`config.mk`:
```
export PLATFORM = sky130hd
export DESIGN_NAME = fps_flag_port_decoder
export DESIGN_NICKNAME = d
export VERILOG_FILES = /design/src/core/fps_pkg.sv /design/src/core/fps_serial_shifter.sv /design/src/core/fps_flag_port_decoder.sv
export SDC_FILE = /design/constraint.sdc
export NUM_CORES = 1
export LEC_CHECK = 0
export BUFFER_PORTS_ARGS = -buffer_cell sky130_fd_sc_hd__buf_2
export CAP_MARGIN = 20
export CORE_MARGIN = 2
export CORE_UTILIZATION = 50
export DETAILED_ROUTE_END_ITERATION = 16
export PLACE_DENSITY_LB_ADDON = 0.25
export SLEW_MARGIN = 40
export SYNTH_ARGS = -nofsm -noshare
export SYNTH_HDL_FRONTEND = slang
export SYNTH_SLANG_ARGS = --single-unit
```
`constraint.sdc`:
```
create_clock -name SYS_CLK_I -period 2.99 [get_ports SYS_CLK_I]
set_clock_uncertainty 0.2 [all_clocks]
set_input_delay 0.1495 -clock SYS_CLK_I [delete_from_list [all_inputs] [get_ports SYS_CLK_I]]
set_output_delay 0.1495 -clock SYS_CLK_I [all_outputs]
set_load 0.01 [all_outputs]
```
`src/core/fps_pkg.sv`:
```
// Constants, opcode patterns, register map and carrier types for the
// flag, port-status and serial opcode decoder.
// Assumes one 100 MHz system clock shared by all users of the package.
package fps_pkg;

  // ==========================================================
  // Opcode patterns: an opcode matches when (op & mask) == value
  localparam logic [15:0] M_ADDR7 = 16'hFF80;
  localparam logic [15:0] M_IMM8 = 16'hFF00;
  localparam logic [15:0] M_FULL = 16'hFFFF;
  localparam logic [15:0] M_IMM4 = 16'hFFF0;
  localparam logic [15:0] M_IMM1 = 16'hFFFE;
  localparam logic [15:0] M_IMM2 = 16'hFFF3;
  localparam logic [15:0] OPC_EVF_LO = 16'h5D00;
  localparam logic [15:0] OPC_EVF_HI = 16'h5D80;
  localparam logic [15:0] OPC_HEF = 16'h4100;
  localparam logic [15:0] OPC_HOLD_RELEASE_ENABLE_PORT2 = 16'h3100;
  localparam logic [15:0] OPC_IEF = 16'h5100;
  localparam logic [15:0] OPC_PEF = 16'h4300;
  localparam logic [15:0] OPC_SECONDARY_PORT_ENABLES = 16'h3300;
  localparam logic [15:0] OPC_SEF = 16'h5200;
  localparam logic [15:0] OPC_PSR_RD0 = 16'h4F00;
  localparam logic [15:0] OPC_PSR_RD1 = 16'h4F80;
  localparam logic [15:0] OPC_PSR_RD2 = 16'h5F00;
  localparam logic [15:0] OPC_PSR_CLR0 = 16'h4200;
  localparam logic [15:0] OPC_PSR_CLR1 = 16'h4280;
  localparam logic [15:0] OPC_PSR_CLR2 = 16'h42C0;
  localparam logic [15:0] OPC_DIV_CLR0 = 16'h1700;
  localparam logic [15:0] OPC_DIV_CLR1 = 16'h5580;
  localparam logic [15:0] OPC_SOP = 16'hAF00;
  localparam logic [15:0] OPC_SIP = 16'h9F00;

  // ==========================================================
  // Decoded operation
  typedef enum {
    OP_NONE, OP_EVF_LO, OP_EVF_HI, OP_HEF, OP_HOLD_RELEASE_ENABLE_PORT2, OP_IEF, OP_PEF, OP_SECONDARY_PORT_ENABLES,
    OP_SEF, OP_PSR_RD0, OP_PSR_RD1, OP_PSR_RD2, OP_PSR_CLR0, OP_PSR_CLR1,
    OP_PSR_CLR2, OP_DIV_CLR0, OP_DIV_CLR1, OP_SOP, OP_SIP
  } fps_op_t;

  // ==========================================================
  // Enable flag groups, carried together
  typedef struct packed {
    logic [7:0] hold_release_enables;
    logic hold_release_enable_port2;
    logic [7:0] interrupt_enables;
    logic [3:0] port_enables;
    logic [1:0] secondary_port_enables;
    logic [7:0] stop_wake_enables;
  } fps_enables_t;

  localparam fps_enables_t ENABLES_RST = '0;

  // ==========================================================
  // Widths, reset values, timing
  localparam int DIV_WIDTH = 15;
  localparam logic [3:0] DIV_LOW_CLEAR = 4'h0;
  localparam logic [11:0] PSR_RST = 12'h000;
  localparam logic [3:0] ACC_RST = 4'h0;
  localparam int CLK_MHZ = 100;
  localparam int SER_BIT_NS = 100;
  localparam int SER_BIT_CYCLES = (SER_BIT_NS * CLK_MHZ + 999) / 1000;
  localparam logic [2:0] SER_LAST_BIT = 3'h7;

  // ==========================================================
  // AXI4-Lite register map (byte addresses)
  localparam logic [7:0] REG_STATUS = 8'h00;
  localparam logic [7:0] REG_MASK = 8'h04;
  localparam logic [7:0] REG_CTRL = 8'h08;
  localparam logic [7:0] REG_STATE = 8'h0C;
  localparam logic [2:0] STATUS_RST = 3'h0;
  localparam logic [2:0] MASK_RST = 3'h0;
  localparam logic CTRL_EN_RST = 1'b1;
  localparam int EVT_SOP_DONE = 0;
  localparam int EVT_SIP_DONE = 1;
  localparam int EVT_PORT = 2;
  localparam logic [1:0] RESP_OKAY = 2'h0;
  localparam logic [1:0] RESP_SLVERR = 2'h2;

endpackage : fps_pkg

```
`src/core/fps_serial_shifter.sv`:
```
// Eight-bit serial shifter on one two-way port pin, MSB first.
// Assumes pin input is synchronous to the system clock.
`timescale 1ns/1ps
module fps_serial_shifter (
  input wire logic clk_i,
  input wire logic rst_i,
  input wire logic start_i,
  input wire logic dir_in_i,
  input wire logic [7:0] tx_byte_i,
  input wire logic pin_i,
  output logic pin_o,
  output logic pin_oe_o,
  output logic busy_o,
  output logic done_o,
  output logic [7:0] rx_byte_o
);

  localparam logic [3:0] TICK_LAST = 4'(fps_pkg::SER_BIT_CYCLES - 1);

  logic [7:0] sh;
  logic [2:0] bit_cnt;
  logic [3:0] tick;
  logic dir_in;
  logic bit_end;

  assign bit_end = busy_o && (tick == TICK_LAST);
  assign pin_o = sh[7];
  // Drive only while shifting out; shift in leaves the pin to the far end
  assign pin_oe_o = busy_o && !dir_in;

  // ==========================================================
  // Bit timing and shift register
  always_ff @(posedge clk_i) begin
    if (rst_i) begin
      busy_o <= 1'b0;
      sh <= 8'h00;
      bit_cnt <= 3'h0;
      tick <= 4'h0;
      dir_in <= 1'b0;
    end else if (start_i && !busy_o) begin
      busy_o <= 1'b1;
      sh <= dir_in_i ? 8'h00 : tx_byte_i;
      bit_cnt <= 3'h0;
      tick <= 4'h0;
      dir_in <= dir_in_i;
    end else if (bit_end) begin
      tick <= 4'h0;
      sh <= {sh[6:0], dir_in ? pin_i : 1'b0}; // Sample at end of bit
      bit_cnt <= bit_cnt + 3'h1;
      if (bit_cnt == fps_pkg::SER_LAST_BIT) begin
        busy_o <= 1'b0;
      end
    end else if (busy_o) begin
      tick <= tick + 4'h1;
    end
  end

  // ==========================================================
  // Completion pulse and captured byte
  always_ff @(posedge clk_i) begin
    if (rst_i) begin
      done_o <= 1'b0;
      rx_byte_o <= 8'h00;
    end else begin
      done_o <= bit_end && (bit_cnt == fps_pkg::SER_LAST_BIT);
      if (bit_end && (bit_cnt == fps_pkg::SER_LAST_BIT)) begin
        rx_byte_o <= {sh[6:0], pin_i};
      end
    end
  end

endmodule : fps_serial_shifter

```
`src/core/fps_flag_port_decoder.sv`:
```
// Decoder and executor for the flag, enable, port-status, divider and
// serial opcodes of a 4-bit core, with an AXI4-Lite control slave.
// Assumes data memory is read combinationally at RAM_RADDR_O.
`timescale 1ns/1ps

module fps_flag_port_decoder (
  input wire logic SYS_CLK_I,
  input wire logic SYS_RST_I,
  input wire logic [15:0] OPCODE_I,
  input wire logic OPCODE_VALID_I,
  output logic OPCODE_READY_O,
  input wire logic [7:0] EVENT_FLAGS_I,
  input wire logic [11:0] PORT_EVENT_I,
  output logic [6:0] RAM_RADDR_O,
  input wire logic [3:0] RAM_RDATA_I,
  output logic RAM_WE_O,
  output logic [6:0] RAM_WADDR_O,
  output logic [3:0] RAM_WDATA_O,
  output logic [3:0] ACC_O,
  output logic ZERO_FLAG_O,
  output fps_pkg::fps_enables_t ENABLES_O,
  output logic [11:0] PORT_STATUS_O,
  output logic [fps_pkg::DIV_WIDTH-1:0] DIV0_O,
  output logic [fps_pkg::DIV_WIDTH-1:0] DIV1_O,
  input wire logic SER_PIN_I,
  output logic SER_PIN_O,
  output logic SER_PIN_OE_O,
  input wire logic [7:0] S_AXI_AWADDR_I,
  input wire logic S_AXI_AWVALID_I,
  output logic S_AXI_AWREADY_O,
  input wire logic [31:0] S_AXI_WDATA_I,
  input wire logic [3:0] S_AXI_WSTRB_I,
  input wire logic S_AXI_WVALID_I,
  output logic S_AXI_WREADY_O,
  output logic [1:0] S_AXI_BRESP_O,
  output logic S_AXI_BVALID_O,
  input wire logic S_AXI_BREADY_I,
  input wire logic [7:0] S_AXI_ARADDR_I,
  input wire logic S_AXI_ARVALID_I,
  output logic S_AXI_ARREADY_O,
  output logic [31:0] S_AXI_RDATA_O,
  output logic [1:0] S_AXI_RRESP_O,
  output logic S_AXI_RVALID_O,
  input wire logic S_AXI_RREADY_I,
  output logic IRQ_O
);

  // ==========================================================
  // Opcode decode, shared by execution and checks
  function automatic fps_pkg::fps_op_t fps_decode(input logic [15:0] op);
    if ((op & fps_pkg::M_ADDR7) == fps_pkg::OPC_EVF_LO) return fps_pkg::OP_EVF_LO;
    if ((op & fps_pkg::M_ADDR7) == fps_pkg::OPC_EVF_HI) return fps_pkg::OP_EVF_HI;
    if ((op & fps_pkg::M_IMM8) == fps_pkg::OPC_HEF) return fps_pkg::OP_HEF;
    if ((op & fps_pkg::M_IMM1) == fps_pkg::OPC_HOLD_RELEASE_ENABLE_PORT2) return fps_pkg::OP_HOLD_RELEASE_ENABLE_PORT2;
    if ((op & fps_pkg::M_IMM8) == fps_pkg::OPC_IEF) return fps_pkg::OP_IEF;
    if ((op & fps_pkg::M_IMM4) == fps_pkg::OPC_PEF) return fps_pkg::OP_PEF;
    if ((op & fps_pkg::M_IMM2) == fps_pkg::OPC_SECONDARY_PORT_ENABLES) return fps_pkg::OP_SECONDARY_PORT_ENABLES;
    if ((op & fps_pkg::M_IMM8) == fps_pkg::OPC_SEF) return fps_pkg::OP_SEF;
    if ((op & fps_pkg::M_ADDR7) == fps_pkg::OPC_PSR_RD0) return fps_pkg::OP_PSR_RD0;
    if ((op & fps_pkg::M_ADDR7) == fps_pkg::OPC_PSR_RD1) return fps_pkg::OP_PSR_RD1;
    if ((op & fps_pkg::M_ADDR7) == fps_pkg::OPC_PSR_RD2) return fps_pkg::OP_PSR_RD2;
    if (op == fps_pkg::OPC_PSR_CLR0) return fps_pkg::OP_PSR_CLR0;
    if (op == fps_pkg::OPC_PSR_CLR1) return fps_pkg::OP_PSR_CLR1;
    if (op == fps_pkg::OPC_PSR_CLR2) return fps_pkg::OP_PSR_CLR2;
    if (op == fps_pkg::OPC_DIV_CLR0) return fps_pkg::OP_DIV_CLR0;
    if (op == fps_pkg::OPC_DIV_CLR1) return fps_pkg::OP_DIV_CLR1;
    if ((op & fps_pkg::M_ADDR7) == fps_pkg::OPC_SOP) return fps_pkg::OP_SOP;
    if ((op & fps_pkg::M_ADDR7) == fps_pkg::OPC_SIP) return fps_pkg::OP_SIP;
    return fps_pkg::OP_NONE;
  endfunction : fps_decode

  // Mapped register check, used by both bus directions
  function automatic logic fps_mapped(input logic [7:0] a);
    return (a == fps_pkg::REG_STATUS) || (a == fps_pkg::REG_MASK) ||
           (a == fps_pkg::REG_CTRL) || (a == fps_pkg::REG_STATE);
  endfunction : fps_mapped

  fps_pkg::fps_op_t op;
  logic take;
  logic ctrl_en;
  logic ser_busy;
  logic ser_done;
  logic ser_is_in;
  logic [6:0] ser_addr;
  logic [7:0] ser_rx;
  logic [3:0] psr [3];
  logic [2:0] psr_clr;
  logic [1:0] div_clr;
  logic [fps_pkg::DIV_WIDTH-1:0] div [2];
  logic ld;
  logic [3:0] next_acc;

  assign op = fps_decode(OPCODE_I);
  // New opcodes wait while a serial transfer runs or software halts decode.
  // Also held off in the done cycle, so a load cannot overwrite the shift-in result.
  assign OPCODE_READY_O = ctrl_en && !ser_busy && !ser_done;
  assign take = OPCODE_VALID_I && OPCODE_READY_O;
  assign RAM_RADDR_O = OPCODE_I[6:0];
  assign PORT_STATUS_O = {psr[2], psr[1], psr[0]};
  assign DIV0_O = div[0];
  assign DIV1_O = div[1];

  // ==========================================================
  // Result nibble for accumulator-and-R loads
  always_comb begin
    ld = 1'b0;
    next_acc = fps_pkg::ACC_RST;
    unique case (op)
      fps_pkg::OP_EVF_LO: begin
        ld = 1'b1;
        next_acc = EVENT_FLAGS_I[3:0];
      end
      fps_pkg::OP_EVF_HI: begin
        ld = 1'b1;
        next_acc = EVENT_FLAGS_I[7:4];
      end
      fps_pkg::OP_PSR_RD0: begin
        ld = 1'b1;
        next_acc = psr[0];
      end
      fps_pkg::OP_PSR_RD1: begin
        ld = 1'b1;
        next_acc = psr[1];
      end
      fps_pkg::OP_PSR_RD2: begin
        ld = 1'b1;
        next_acc = psr[2];
      end
      default: begin
        ld = 1'b0;
      end
    endcase
  end

  // ==========================================================
  // Accumulator and zero flag; untouched by every other opcode except SIP, whose completion loads the low received nibble
  always_ff @(posedge SYS_CLK_I) begin
    if (SYS_RST_I) begin
      ACC_O <= fps_pkg::ACC_RST;
      ZERO_FLAG_O <= 1'b1;
    end else if (take && ld) begin
      ACC_O <= next_acc;
      ZERO_FLAG_O <= (next_acc == 4'h0);
    end else if (ser_done && ser_is_in) begin
      ACC_O <= ser_rx[3:0];
      ZERO_FLAG_O <= (ser_rx[3:0] == 4'h0);
    end
  end

  // ==========================================================
  // Data memory write port, one cycle after the cause
  always_ff @(posedge SYS_CLK_I) begin
    if (SYS_RST_I) begin
      RAM_WE_O <= 1'b0;
      RAM_WADDR_O <= 7'h00;
      RAM_WDATA_O <= 4'h0;
    end else begin
      RAM_WE_O <= (take && ld) || (ser_done && ser_is_in);
      if (take && ld) begin
        RAM_WADDR_O <= OPCODE_I[6:0];
        RAM_WDATA_O <= next_acc;
      end else if (ser_done && ser_is_in) begin
        RAM_WADDR_O <= ser_addr;
        RAM_WDATA_O <= ser_rx[7:4];
      end
    end
  end

  // ==========================================================
  // Enable flag groups
  always_ff @(posedge SYS_CLK_I) begin
    if (SYS_RST_I) begin
      ENABLES_O <= fps_pkg::ENABLES_RST;
    end else if (take) begin
      unique case (op)
        fps_pkg::OP_HEF: ENABLES_O.hold_release_enables <= OPCODE_I[7:0];
        fps_pkg::OP_HOLD_RELEASE_ENABLE_PORT2: ENABLES_O.hold_release_enable_port2 <= OPCODE_I[0];
        fps_pkg::OP_IEF: ENABLES_O.interrupt_enables <= OPCODE_I[7:0];
        fps_pkg::OP_PEF: ENABLES_O.port_enables <= OPCODE_I[3:0];
        fps_pkg::OP_SECONDARY_PORT_ENABLES: ENABLES_O.secondary_port_enables <= OPCODE_I[3:2];
        fps_pkg::OP_SEF: ENABLES_O.stop_wake_enables <= OPCODE_I[7:0];
        default: ENABLES_O <= ENABLES_O;
      endcase
    end
  end

  // ==========================================================
  // Port status registers and dividers
  assign psr_clr[0] = take && (op == fps_pkg::OP_PSR_CLR0);
  assign psr_clr[1] = take && (op == fps_pkg::OP_PSR_CLR1);
  assign psr_clr[2] = take && (op == fps_pkg::OP_PSR_CLR2);
  assign div_clr[0] = take && (op == fps_pkg::OP_DIV_CLR0);
  assign div_clr[1] = take && (op == fps_pkg::OP_DIV_CLR1);

  generate
    for (genvar k = 0; k < 3; k++) begin : g_psr
      // A port event in the clearing cycle survives: set wins over clear
      always_ff @(posedge SYS_CLK_I) begin
        if (SYS_RST_I) begin
          psr[k] <= fps_pkg::PSR_RST[4*k +: 4];
        end else if (psr_clr[k]) begin
          psr[k] <= PORT_EVENT_I[4*k +: 4];
        end else begin
          psr[k] <= psr[k] | PORT_EVENT_I[4*k +: 4];
        end
      end
    end
    for (genvar d = 0; d < 2; d++) begin : g_div
      // Free running; a clear zeroes only the four lowest stages
      always_ff @(posedge SYS_CLK_I) begin
        if (SYS_RST_I) begin
          div[d] <= '0;
        end else if (div_clr[d]) begin
          div[d] <= {div[d][fps_pkg::DIV_WIDTH-1:4], fps_pkg::DIV_LOW_CLEAR};
        end else begin
          div[d] <= div[d] + 1'b1;
        end
      end
    end
  endgenerate

  // ==========================================================
  // Serial transfer on the P0.1 pin
  always_ff @(posedge SYS_CLK_I) begin
    if (SYS_RST_I) begin
      ser_is_in <= 1'b0;
      ser_addr <= 7'h00;
    end else if (take && ((op == fps_pkg::OP_SOP) || (op == fps_pkg::OP_SIP))) begin
      ser_is_in <= (op == fps_pkg::OP_SIP);
      ser_addr <= OPCODE_I[6:0];
    end
  end

  fps_serial_shifter fps_serial_shifter_inst (
    .clk_i(SYS_CLK_I),
    .rst_i(SYS_RST_I),
    .start_i(take && ((op == fps_pkg::OP_SOP) || (op == fps_pkg::OP_SIP))),
    .dir_in_i(op == fps_pkg::OP_SIP),
    .tx_byte_i({RAM_RDATA_I, ACC_O}),
    .pin_i(SER_PIN_I),
    .pin_o(SER_PIN_O),
    .pin_oe_o(SER_PIN_OE_O),
    .busy_o(ser_busy),
    .done_o(ser_done),
    .rx_byte_o(ser_rx)
  );

  // ==========================================================
  // AXI4-Lite slave
  logic aw_hold;
  logic w_hold;
  logic [7:0] aw_addr;
  logic [31:0] w_data;
  logic [3:0] w_strb;
  logic wr_fire;
  logic rd_take;
  logic [2:0] status;
  logic [2:0] mask;
  logic [2:0] events;

  assign S_AXI_AWREADY_O = !aw_hold && !S_AXI_BVALID_O;
  assign S_AXI_WREADY_O = !w_hold && !S_AXI_BVALID_O;
  assign S_AXI_ARREADY_O = !S_AXI_RVALID_O;
  assign wr_fire = aw_hold && w_hold;
  assign rd_take = S_AXI_ARVALID_I && S_AXI_ARREADY_O;

  // Address and data are taken in either order, then answered together
  always_ff @(posedge SYS_CLK_I) begin
    if (SYS_RST_I) begin
      aw_hold <= 1'b0;
      w_hold <= 1'b0;
      aw_addr <= 8'h00;
      w_data <= 32'h0000_0000;
      w_strb <= 4'h0;
      S_AXI_BVALID_O <= 1'b0;
      S_AXI_BRESP_O <= fps_pkg::RESP_OKAY;
    end else begin
      if (S_AXI_AWVALID_I && S_AXI_AWREADY_O) begin
        aw_hold <= 1'b1;
        aw_addr <= S_AXI_AWADDR_I;
      end
      if (S_AXI_WVALID_I && S_AXI_WREADY_O) begin
        w_hold <= 1'b1;
        w_data <= S_AXI_WDATA_I;
        w_strb <= S_AXI_WSTRB_I;
      end
      if (wr_fire) begin
        aw_hold <= 1'b0;
        w_hold <= 1'b0;
        S_AXI_BVALID_O <= 1'b1;
        S_AXI_BRESP_O <= fps_mapped(aw_addr) ? fps_pkg::RESP_OKAY : fps_pkg::RESP_SLVERR;
      end else if (S_AXI_BVALID_O && S_AXI_BREADY_I) begin
        S_AXI_BVALID_O <= 1'b0;
      end
    end
  end

  // Writable control and mask; only byte lane 0 carries bits
  always_ff @(posedge SYS_CLK_I) begin
    if (SYS_RST_I) begin
      ctrl_en <= fps_pkg::CTRL_EN_RST;
      mask <= fps_pkg::MASK_RST;
    end else if (wr_fire && w_strb[0]) begin
      if (aw_addr == fps_pkg::REG_CTRL) ctrl_en <= w_data[0];
      if (aw_addr == fps_pkg::REG_MASK) mask <= w_data[2:0];
    end
  end

  // Sticky events; a read clears, but an event in that cycle is kept
  assign events = {|PORT_EVENT_I, ser_done && ser_is_in, ser_done && !ser_is_in};
  always_ff @(posedge SYS_CLK_I) begin
    if (SYS_RST_I) begin
      status <= fps_pkg::STATUS_RST;
    end else if (rd_take && (S_AXI_ARADDR_I == fps_pkg::REG_STATUS)) begin
      status <= events;
    end else begin
      status <= status | events;
    end
  end

  assign IRQ_O = |(status & mask);

  // Read answer one cycle after the address is taken
  always_ff @(posedge SYS_CLK_I) begin
    if (SYS_RST_I) begin
      S_AXI_RVALID_O <= 1'b0;
      S_AXI_RDATA_O <= 32'h0000_0000;
      S_AXI_RRESP_O <= fps_pkg::RESP_OKAY;
    end else if (rd_take) begin
      S_AXI_RVALID_O <= 1'b1;
      S_AXI_RRESP_O <= fps_mapped(S_AXI_ARADDR_I) ? fps_pkg::RESP_OKAY : fps_pkg::RESP_SLVERR;
      unique case (S_AXI_ARADDR_I)
        fps_pkg::REG_STATUS: S_AXI_RDATA_O <= {29'h0, status};
        fps_pkg::REG_MASK: S_AXI_RDATA_O <= {29'h0, mask};
        fps_pkg::REG_CTRL: S_AXI_RDATA_O <= {31'h0, ctrl_en};
        fps_pkg::REG_STATE: S_AXI_RDATA_O <= {12'h0, PORT_STATUS_O, 2'h0, ser_busy,
                                               ZERO_FLAG_O, ACC_O};
        default: S_AXI_RDATA_O <= 32'h0000_0000;
      endcase
    end else if (S_AXI_RVALID_O && S_AXI_RREADY_I) begin
      S_AXI_RVALID_O <= 1'b0;
    end
  end
endmodule : fps_flag_port_decoder

```
# [Word level (Yosys, flattened, before mapping)]
# Memories as Yosys holds them, arrays and structs flattened.
# Cells that the tools add are included.
# Widths: inputs -> output; s select.
[totals] ramBits=42 mem_bits_ro=0 n_memories=2 register_bits=141 input_bits=101 output_inout_bits=142 latchBits=0 word_cells=479
[classes] n_div=0 n_reduce_logical=66 muxes=315 shift=0 bitwise=15 magnitude_cmp=0 add_sub_neg=4 eq_ne=44 n_mul=0
[mem_list] name="div" depth=2 width=15 read_ports=2 rd_clocked_by_memory_dff=0 write_ports=2 line_no="fps_flag_port_decoder.sv:89" source="logic [fps_pkg::DIV_WIDTH-1:0] div [2];"
[mem_list] name="psr" depth=3 width=4 read_ports=3 rd_clocked_by_memory_dff=0 write_ports=3 line_no="fps_flag_port_decoder.sv:86" source="logic [3:0] psr [3];"
[ops] op="$mux 32" count=74
[ops] op="$mux 1" count=215
[ops] op="$eq 32x3->1 const B" count=4
[ops] op="$eq 32x4->1 const B" count=4
[ops] op="$eq 32x5->1 const B" count=4
[ops] op="$eq 32x6->1 const B" count=3
[ops] op="$pmux 20 s4" count=1
[ops] op="$eq 16x15->1 const B" count=4
[ops] op="$eq 32x2->1 const B" count=2
[ops] op="$mux 15" count=4
[ops] op="$eq 9x8->1 const B" count=5
[ops] op="$mux 4" count=10
[ops] op="$eq 32x1->1 const B" count=1
[ops] op="$eq 8x4->1 const B" count=4
[ops] op="$add 15x1->15 const B" count=2
[ops] op="$logic_and 1x1->1" count=26
[ops] op="$eq 8x7->1 const B" count=3
[ops] op="$mux 8" count=3
[ops] op="$pmux 4 s5" count=1
[ops] op="$eq 9x9->1 const B" count=2
[ops] op="$reduce_and 2->1" count=9
[ops] op="$eq 16x13->1 const B" count=1
[ops] op="$eq 8x3->1 const B" count=2
[ops] op="$logic_not 8->1" count=2
[ops] op="other kinds (22)" count=58

# [Logic depth before layout (Yosys ltp)]
[logic_depth] depth_word=180 ltp_mapped=10 mapped_depth_nobuf=7

# [Hierarchy]
# Synthesis repeated with hierarchy kept, for this count alone.
[hier_totals] cells_unflattened=862 area_unflattened_um2=8115.3
[by_module_without_submodules] mod="fps_flag_port_decoder" area_each_um2=7008.0 seq_area_each_um2=3243.1 instances=1 cells_each=748
[by_module_without_submodules] mod="fps_serial_shifter" area_each_um2=1107.3 seq_area_each_um2=520.5 instances=1 cells_each=114

# [Worst setup path before layout]
# Ideal clock, no wire load.
[synth_timing] path_kind="register -> register" from="reg fps_serial_shifter_inst.done_o" to="reg ENABLES_O[18] in the netlist's numbering" n_path_buf=2 setup_slack_ps=503 setup_ps=128 arrival_time_ps=2159 period_less_slack_ps=2487 required_time_ps=2662 stages_incl_launch_ff=10 path_cell_list="dfxtp_1 -> clkbuf_1 -> nor3b_1 -> and2_1 -> o211a_1 -> nor4b_2 -> nand4_1 -> buf_4 -> mux2i_1 -> nor2_1"
[synth_via] elab_chain_len=4
[synth_rtl] element="start: declaration" line_no="fps_serial_shifter.sv:14" source="output logic done_o,"
[synth_rtl] element="start signal: assignment" line_no="fps_serial_shifter.sv:65" source="done_o <= bit_end && (bit_cnt == fps_pkg::SER_LAST_BIT);"
[synth_rtl] element="$logic_not 1->1" line_no="fps_flag_port_decoder.sv:96" source="assign OPCODE_READY_O = ctrl_en && !ser_busy && !ser_done;"
[synth_rtl] element="$logic_and 1x1->1" line_no="fps_flag_port_decoder.sv:96"
[synth_rtl] element="named net OPCODE_READY_O" line_no="fps_flag_port_decoder.sv:11" source="output logic OPCODE_READY_O,"
[synth_rtl] element="$logic_and 1x1->1" line_no="fps_flag_port_decoder.sv:97" source="assign take = OPCODE_VALID_I && OPCODE_READY_O;"
[synth_rtl] element="$reduce_and 2->1 (no line)"
[synth_rtl] element="end signal: assignment" line_no="fps_flag_port_decoder.sv:173" source="ENABLES_O <= fps_pkg::ENABLES_RST;"
[synth_rtl] element="end: declaration" line_no="fps_flag_port_decoder.sv:21" source="output fps_pkg::fps_enables_t ENABLES_O,"
# The timed path passes the listed nets, and every way through them passes these cells.
# A chain may end at the register's enable or synchronous reset.

# [Final worst setup path]
[layout_timing] from="in OPCODE_I[5]" to="reg fps_serial_shifter_inst.sh[7]"
[layout_via] elab_chain_len=80 word_cells_on_any_way=177 cone_classes="eq/ne (10); mux (163); reduce/logical (4)"
[layout_rtl] element="start: declaration" line_no="fps_flag_port_decoder.sv:9" source="input wire logic [15:0] OPCODE_I,"
[layout_rtl] element="$eq 15x13->1" line_no="fps_flag_port_decoder.sv:54" source="if ((op & fps_pkg::M_IMM1) == fps_pkg::OPC_HOLD_RELEASE_ENABLE_PORT2) return fps_pkg::OP_HOLD_RELEASE_ENABLE_P ..."
[layout_rtl] element="$mux 32" line_no="fps_flag_port_decoder.sv:54"
[layout_rtl] element="$mux 32" line_no="fps_flag_port_decoder.sv:55" source="if ((op & fps_pkg::M_IMM8) == fps_pkg::OPC_IEF) return fps_pkg::OP_IEF;"
[layout_rtl] element="$mux 32" line_no="fps_flag_port_decoder.sv:56" source="if ((op & fps_pkg::M_IMM4) == fps_pkg::OPC_PEF) return fps_pkg::OP_PEF;"
[layout_rtl] element="$mux 32 (5 in series)"
[layout_rtl] element="$mux 32" line_no="fps_flag_port_decoder.sv:57" source="if ((op & fps_pkg::M_IMM2) == fps_pkg::OPC_SECONDARY_PORT_ENABLES) return fps_pkg::OP_SECONDARY_PORT_ENABLES;"
[layout_rtl] element="$mux 32" line_no="fps_flag_port_decoder.sv:58" source="if ((op & fps_pkg::M_IMM8) == fps_pkg::OPC_SEF) return fps_pkg::OP_SEF;"
[layout_rtl] element="$mux 32" line_no="fps_flag_port_decoder.sv:59" source="if ((op & fps_pkg::M_ADDR7) == fps_pkg::OPC_PSR_RD0) return fps_pkg::OP_PSR_RD0;"
[layout_rtl] element="[60 not listed]"
[layout_rtl] element="$mux 32 (*)" line_no="fps_flag_port_decoder.sv:54"
[layout_rtl] element="$mux 32 (*)" line_no="fps_flag_port_decoder.sv:53" source="if ((op & fps_pkg::M_IMM8) == fps_pkg::OPC_HEF) return fps_pkg::OP_HEF;"
[layout_rtl] element="$mux 32 (*)" line_no="fps_flag_port_decoder.sv:52" source="if ((op & fps_pkg::M_ADDR7) == fps_pkg::OPC_EVF_HI) return fps_pkg::OP_EVF_HI;"
[layout_rtl] element="$eq 32x6->1 (on tied branches)" line_no="fps_flag_port_decoder.sv:237, fps_flag_port_decoder.sv:238"
[layout_rtl] element="$logic_or 1x1->1" line_no="fps_flag_port_decoder.sv:237" source=".start_i(take && ((op == fps_pkg::OP_SOP) || (op == fps_pkg::OP_SIP))),"
[layout_rtl] element="$logic_and 1x1->1" line_no="fps_flag_port_decoder.sv:237"
[layout_rtl] element="$logic_and 1x1->1" line_no="fps_serial_shifter.sv:40" source="end else if (start_i && !busy_o) begin"
[layout_rtl] element="$mux 8 / $reduce_bool 2->1 (equally long branches)"
[layout_rtl] element="end signal: assignment" line_no="fps_serial_shifter.sv:42" source="sh <= dir_in_i ? 8'h00 : tx_byte_i;"
[layout_rtl] element="end signal: assignment" line_no="fps_serial_shifter.sv:48" source="sh <= {sh[6:0], dir_in ? pin_i : 1'b0};"
[layout_rtl] element="end: declaration" line_no="fps_serial_shifter.sv:20" source="logic [7:0] sh;"
# Mark *: on every way between the ends. The rest lies on a longest branch, timed or not. The select of a mux whose other input is x is not followed.

==> results.md <==
Layout:
- The area occupied by registers is 3760 µm².
- In the layout the commonest cells are sky130_fd_sc_hd__buf_2 (194), sky130_fd_sc_hd__dfxtp_1 (125), sky130_fd_sc_hd__nor2_1 (113).
- The antenna diode instance count is 0.
- The fraction of the core area covered by cells at the end of the flow is 0.667.
- In the final layout, the share of cells above drive strength 1 is 0.257.
- The final-layout fill cell count is 1,229.
- The library cell used most frequently in the layout, excluding fill and tap cells, is sky130_fd_sc_hd__buf_2.
- The net count of the finished layout is 1,194.
- The area growth from synthesis to layout is 30.8%.
- The area of the multi-input gates is 3690 µm².

Synth:
- The cell area after synthesis is 7750 µm².
- The netlist uses 64 different library cells.
- The number of warnings printed during yosys synthesis is 0.
- Synthesis produced 834 cells.
- Dividing the synthesized area by the synthesized cell count gives 9.29 µm².
- The post-synthesis register bit count is 167.
- The post-synthesis xor/xnor area fraction is 0.0339.
- Of the post-synthesis cell area, the dominant cell type holds 0.323.
- By area the synthesized netlist is led by sky130_fd_sc_hd__dfxtp_1 (32%), sky130_fd_sc_hd__edfxtp_1 (16%), sky130_fd_sc_hd__mux2i_1 (6.1%).
- The number of flops mapped to enable cells by yosys is 42.
- The portion of the post-synthesis area used by sequential elements is 0.486.
- The synthesized-area fraction occupied by adder cells is 0.00969.
- The largest family of logic cells by synthesized area is simple AND/OR/NAND/NOR gates.
- Of the total synthesized cell area, the portion taken by AND, OR, NAND and NOR gates is 0.218.
- Of the post-synthesis cell area, the part taken by muxes is 0.0636.
- For this run, asynchronously set or reset flops after synthesis account for 0.
- The flip-flop cell with the highest count after synthesis is sky130_fd_sc_hd__dfxtp_1.
- Of all cell types, the one taking the most synthesized area is sky130_fd_sc_hd__dfxtp_1.
- The complex-gate fraction of the synthesized area is 0.128.

Critical path:
- The path length in cells of the critical path is 13.
- STA classifies the critical path startpoint as an input pin.
- Data on the critical path arrives at its endpoint at 3.02 ns.
- The type of the setup path with the least slack is input pin to flip-flop.
- Along the worst path, the maximum fanout reaches 10.
- The critical path contains buffers and inverters numbering 6 combined.
- The critical path ends at fps_serial_shifter_inst.sh[7]$_SDFFE_PP0P_.
- The family of cells with the greatest summed delay on the critical path is buffers and inverters.
- The biggest cell delay along the critical path is 0.57 ns.
- The capture point of the worst reg-to-reg path is ENABLES_O[17]$_SDFFE_PP0P_.
- The standard cell with the maximum stage delay on the critical path is sky130_fd_sc_hd__dlygate4sd3_1.
- Walking the worst path, the cells encountered are buf_2, dlygate4sd3_1, buf_4, nor3b_1, nand4_1, o21ai_2, nor4_1, buf_4, a21oi_4, buf_6, a2bb2oi_1, a21oi_1, dlygate4sd3_1.
- The logic depth of the worst register-to-register path is 8.
- The worst setup path is captured at a flip-flop.
- The worst flop-to-flop path startpoint is ctrl_en$_SDFFE_PP1P_.
- The launch point of the critical path is OPCODE_I[5].
- At the worst endpoint, the required time is 3.10 ns.
- Setup slack on the worst reg-to-reg path comes out at 0.19 ns.

Timing:
- The ratio of final minimum period to clock period is 0.972.
- For the pin with the worst max-slew slack, the measured transition is 0.666 ns.
- The hold violation count in the final report was 0.
- For the finished layout, the period the worst path requires is 2.91 ns.
- The worst pin sits at a relative slew slack of 0.555.
- The final number of max-transition violations is 0.
- Adding up every negative setup slack in the final design gives 0 ns.
- The fmax is 344 MHz.
- The count of endpoints failing setup in the final report is 0.
- Setup repair after global routing left no endpoint under its margin.

Floorplanning:
- The standard-cell row count is 45.
- The initial utilization of the core area, before any placement, comes to 0.510.
- The overall die width is 129 µm.
- The placeable core region is 15,200 µm².
- The die covers 16,500 µm².
- Pin placement for this block handled 243 I/O pins.
- The chip height is 129 µm.

Clock tree:
- The number of buffers inserted during clock tree synthesis is 17.
- The number of H-tree branching levels is 4.
- The clock latency at the later pin of the worst-skew pair is 0.42 ns.
- The number of sinks on the clock net is 167.
- The number of buffers inserted by post-CTS setup repair is 0.
- The maximum clock insertion buffer count is 2.
- The clock-pin slew reported for the worst setup and hold paths after clock tree synthesis is 0.06 ns.
- The cell at the root of the clock tree is sky130_fd_sc_hd__clkbuf_16.
- The CTS tree is done.

GRT:
- The total global routing track utilization is 0.251.
- The via count of the first global-routing pass was 6,530.
- The global-route wire length before repair is 33,000 µm.
- The number of antenna violations at the first check in global routing is 0.
- The maximum number of pins on one net before global-route repair is 56.
- Summed over all layers, the global routing overflow is 0.

Place:
- During placement, the flow inserted port buffers numbering 194.
- The last weighted congestion value of the routability-driven placer is 0.877.
- The HPWL after detailed placement is 14,300 µm.

Detailed routing:
- Summed over all layers, the routed wires come to 21,000 µm.
- The routed layout has 7,027 vias.
- The number of routed nets with antenna violations is 0.
- For this block, the initial DRC count from the detailed router was 551.
- The average vias per placed instance is 5.46.
- After detailed routing, the average wire length per cell comes to 16.3 µm.
- After detailed routing, the number of remaining DRC violations is 0.
- The number of iterations in the first detailed-routing pass is 9.

Status:
- The run finished with clean final reports.

Min path:
- The type of the tightest min-delay check is input pin to flip-flop.

Job:
- Max-cap violations in this run came to 0.

Power and ir drop:
- The peak supply drop is 0.430 mV.
- Dividing total power by cell area gives a power density of 516 nW/µm².
- For this design the static power due to leakage is 4.45 nW.
==> power breakdown <==
| group | switching, mW | internal (mW) | leakage [nW] |
|---|---|---|---|
| clock | 0.887 | 1.55 | 0.320 |
| combinational | 0.224 | 0.177 | 2.65 |
| sequential | 0.0388 | 2.35 | 1.48 |
==> registers in the layout, indices dropped and copies added, names as in the netlist, 3 cells and up <==
signal and flops:
ACC_O 4, ENABLES_O 31, RAM_WADDR_O 7, RAM_WDATA_O 4
S_AXI_RDATA_O 18, aw_addr 8, div 30, fps_serial_shifter_inst.bit_cnt 3
fps_serial_shifter_inst.rx_byte_o 8, fps_serial_shifter_inst.sh 8, fps_serial_shifter_inst.tick 4, mask 3
psr 12, ser_addr 7, status 3, w_data 3
==> stage by stage <==
stage | hold slack [ns] | setup slack, ns | instances | instance area [µm²] | total power [mW]
3_3_place_gp | 0.133 | 0.260 | 1207 | 8940 | 2.78
3_5_place_dp | 0.162 | 0.218 | 1207 | 8940 | 2.78
2_1_floorplan | 0.0496 | 0.503 | 868 | 7880 | 2.65
6_report | 0.0297 | 0.0841 | 1288 | 10100 | 5.23
4_1_cts | 0.00976 | 0.0229 | 1287 | 10100 | 5.25
5_1_grt | 0.0489 | 0.0108 | 1288 | 10100 | 5.41
==> metal layers <==
layer,global-route usage,vias up,share of wire
met4,0.0774,0,0.017
li1,-,3454,-
met5,0,-,0
met2,0.412,264,0.47
met3,0.0603,31,0.072
met1,0.331,3278,0.44
==> worst min path at each step <==
| stage | start | endpoint | slack [ns] | depth (start not counted) |
|---|---|---|---|---|
| floorplan | S_AXI_RREADY_I | S_AXI_RVALID_O$_SDFFE_PP0P_ | 0.05 | 1 |
| global placement | S_AXI_RREADY_I | S_AXI_RVALID_O$_SDFFE_PP0P_ | 0.13 | 2 |
| detailed placement | S_AXI_RREADY_I | S_AXI_RVALID_O$_SDFFE_PP0P_ | 0.16 | 2 |
| CTS | S_AXI_ARADDR_I[0] | S_AXI_RDATA_O[0]$_SDFFE_PP0P_ | 0.01 | 5 |
| global route | S_AXI_ARADDR_I[7] | S_AXI_RDATA_O[0]$_SDFFE_PP0P_ | 0.05 | 5 |
| finish | S_AXI_ARADDR_I[0] | S_AXI_RDATA_O[0]$_SDFFE_PP0P_ | 0.03 | 5 |
==> worst register-to-register path: cells and delay by family (launching register included) <==
kind	cells	cell delay (ns)
simple gates	5	1.48
flops	1	0.39
buf+inv	1	0.32
compound gates	2	0.30
==> synth_stat cells, drive strengths merged, types with 17 or more instances <==
| cell type | instances |
|---|---|
| mux2i | 47 |
| xnor2 | 17 |
| a22oi | 22 |
| a21oi | 36 |
| clkbuf | 35 |
| buf | 43 |
| edfxtp | 42 |
| nand2 | 81 |
| o21ai | 26 |
| nand3 | 56 |
| nor2 | 113 |
| dfxtp | 125 |
==> layout make-up <==
cell class | count | share of cell area
flip-flops and latches | 167 | 0.371
multi-input cells | 613 | 0.364
repair buffers | 278 | 0.171
clock buffers | 23 | 0.0504
well taps | 188 | 0.0232
clock inverters | 9 | 0.0159
inverters | 10 | 0.00370
==> what timing repair did <==
item,CTS,global route
endpoints found under the hold margin,72,0
gates resized for setup,0,7
hold buffers,48,0
setup endpoints to repair,0,2
==> cells by family after synthesis <==
| family | count (synthesis) |
|---|---|
| AO/OA/AOI/OAI | 145 |
| XOR/XNOR | 30 |
| adder cells (fa/ha/maj) | 6 |
| buffers and inverters | 88 |
| flip-flops | 167 |
| multiplexers | 48 |
| other | 2 |
| AND/OR/NAND/NOR | 348 |
Note: power is estimated with default switching activity, not from simulation.
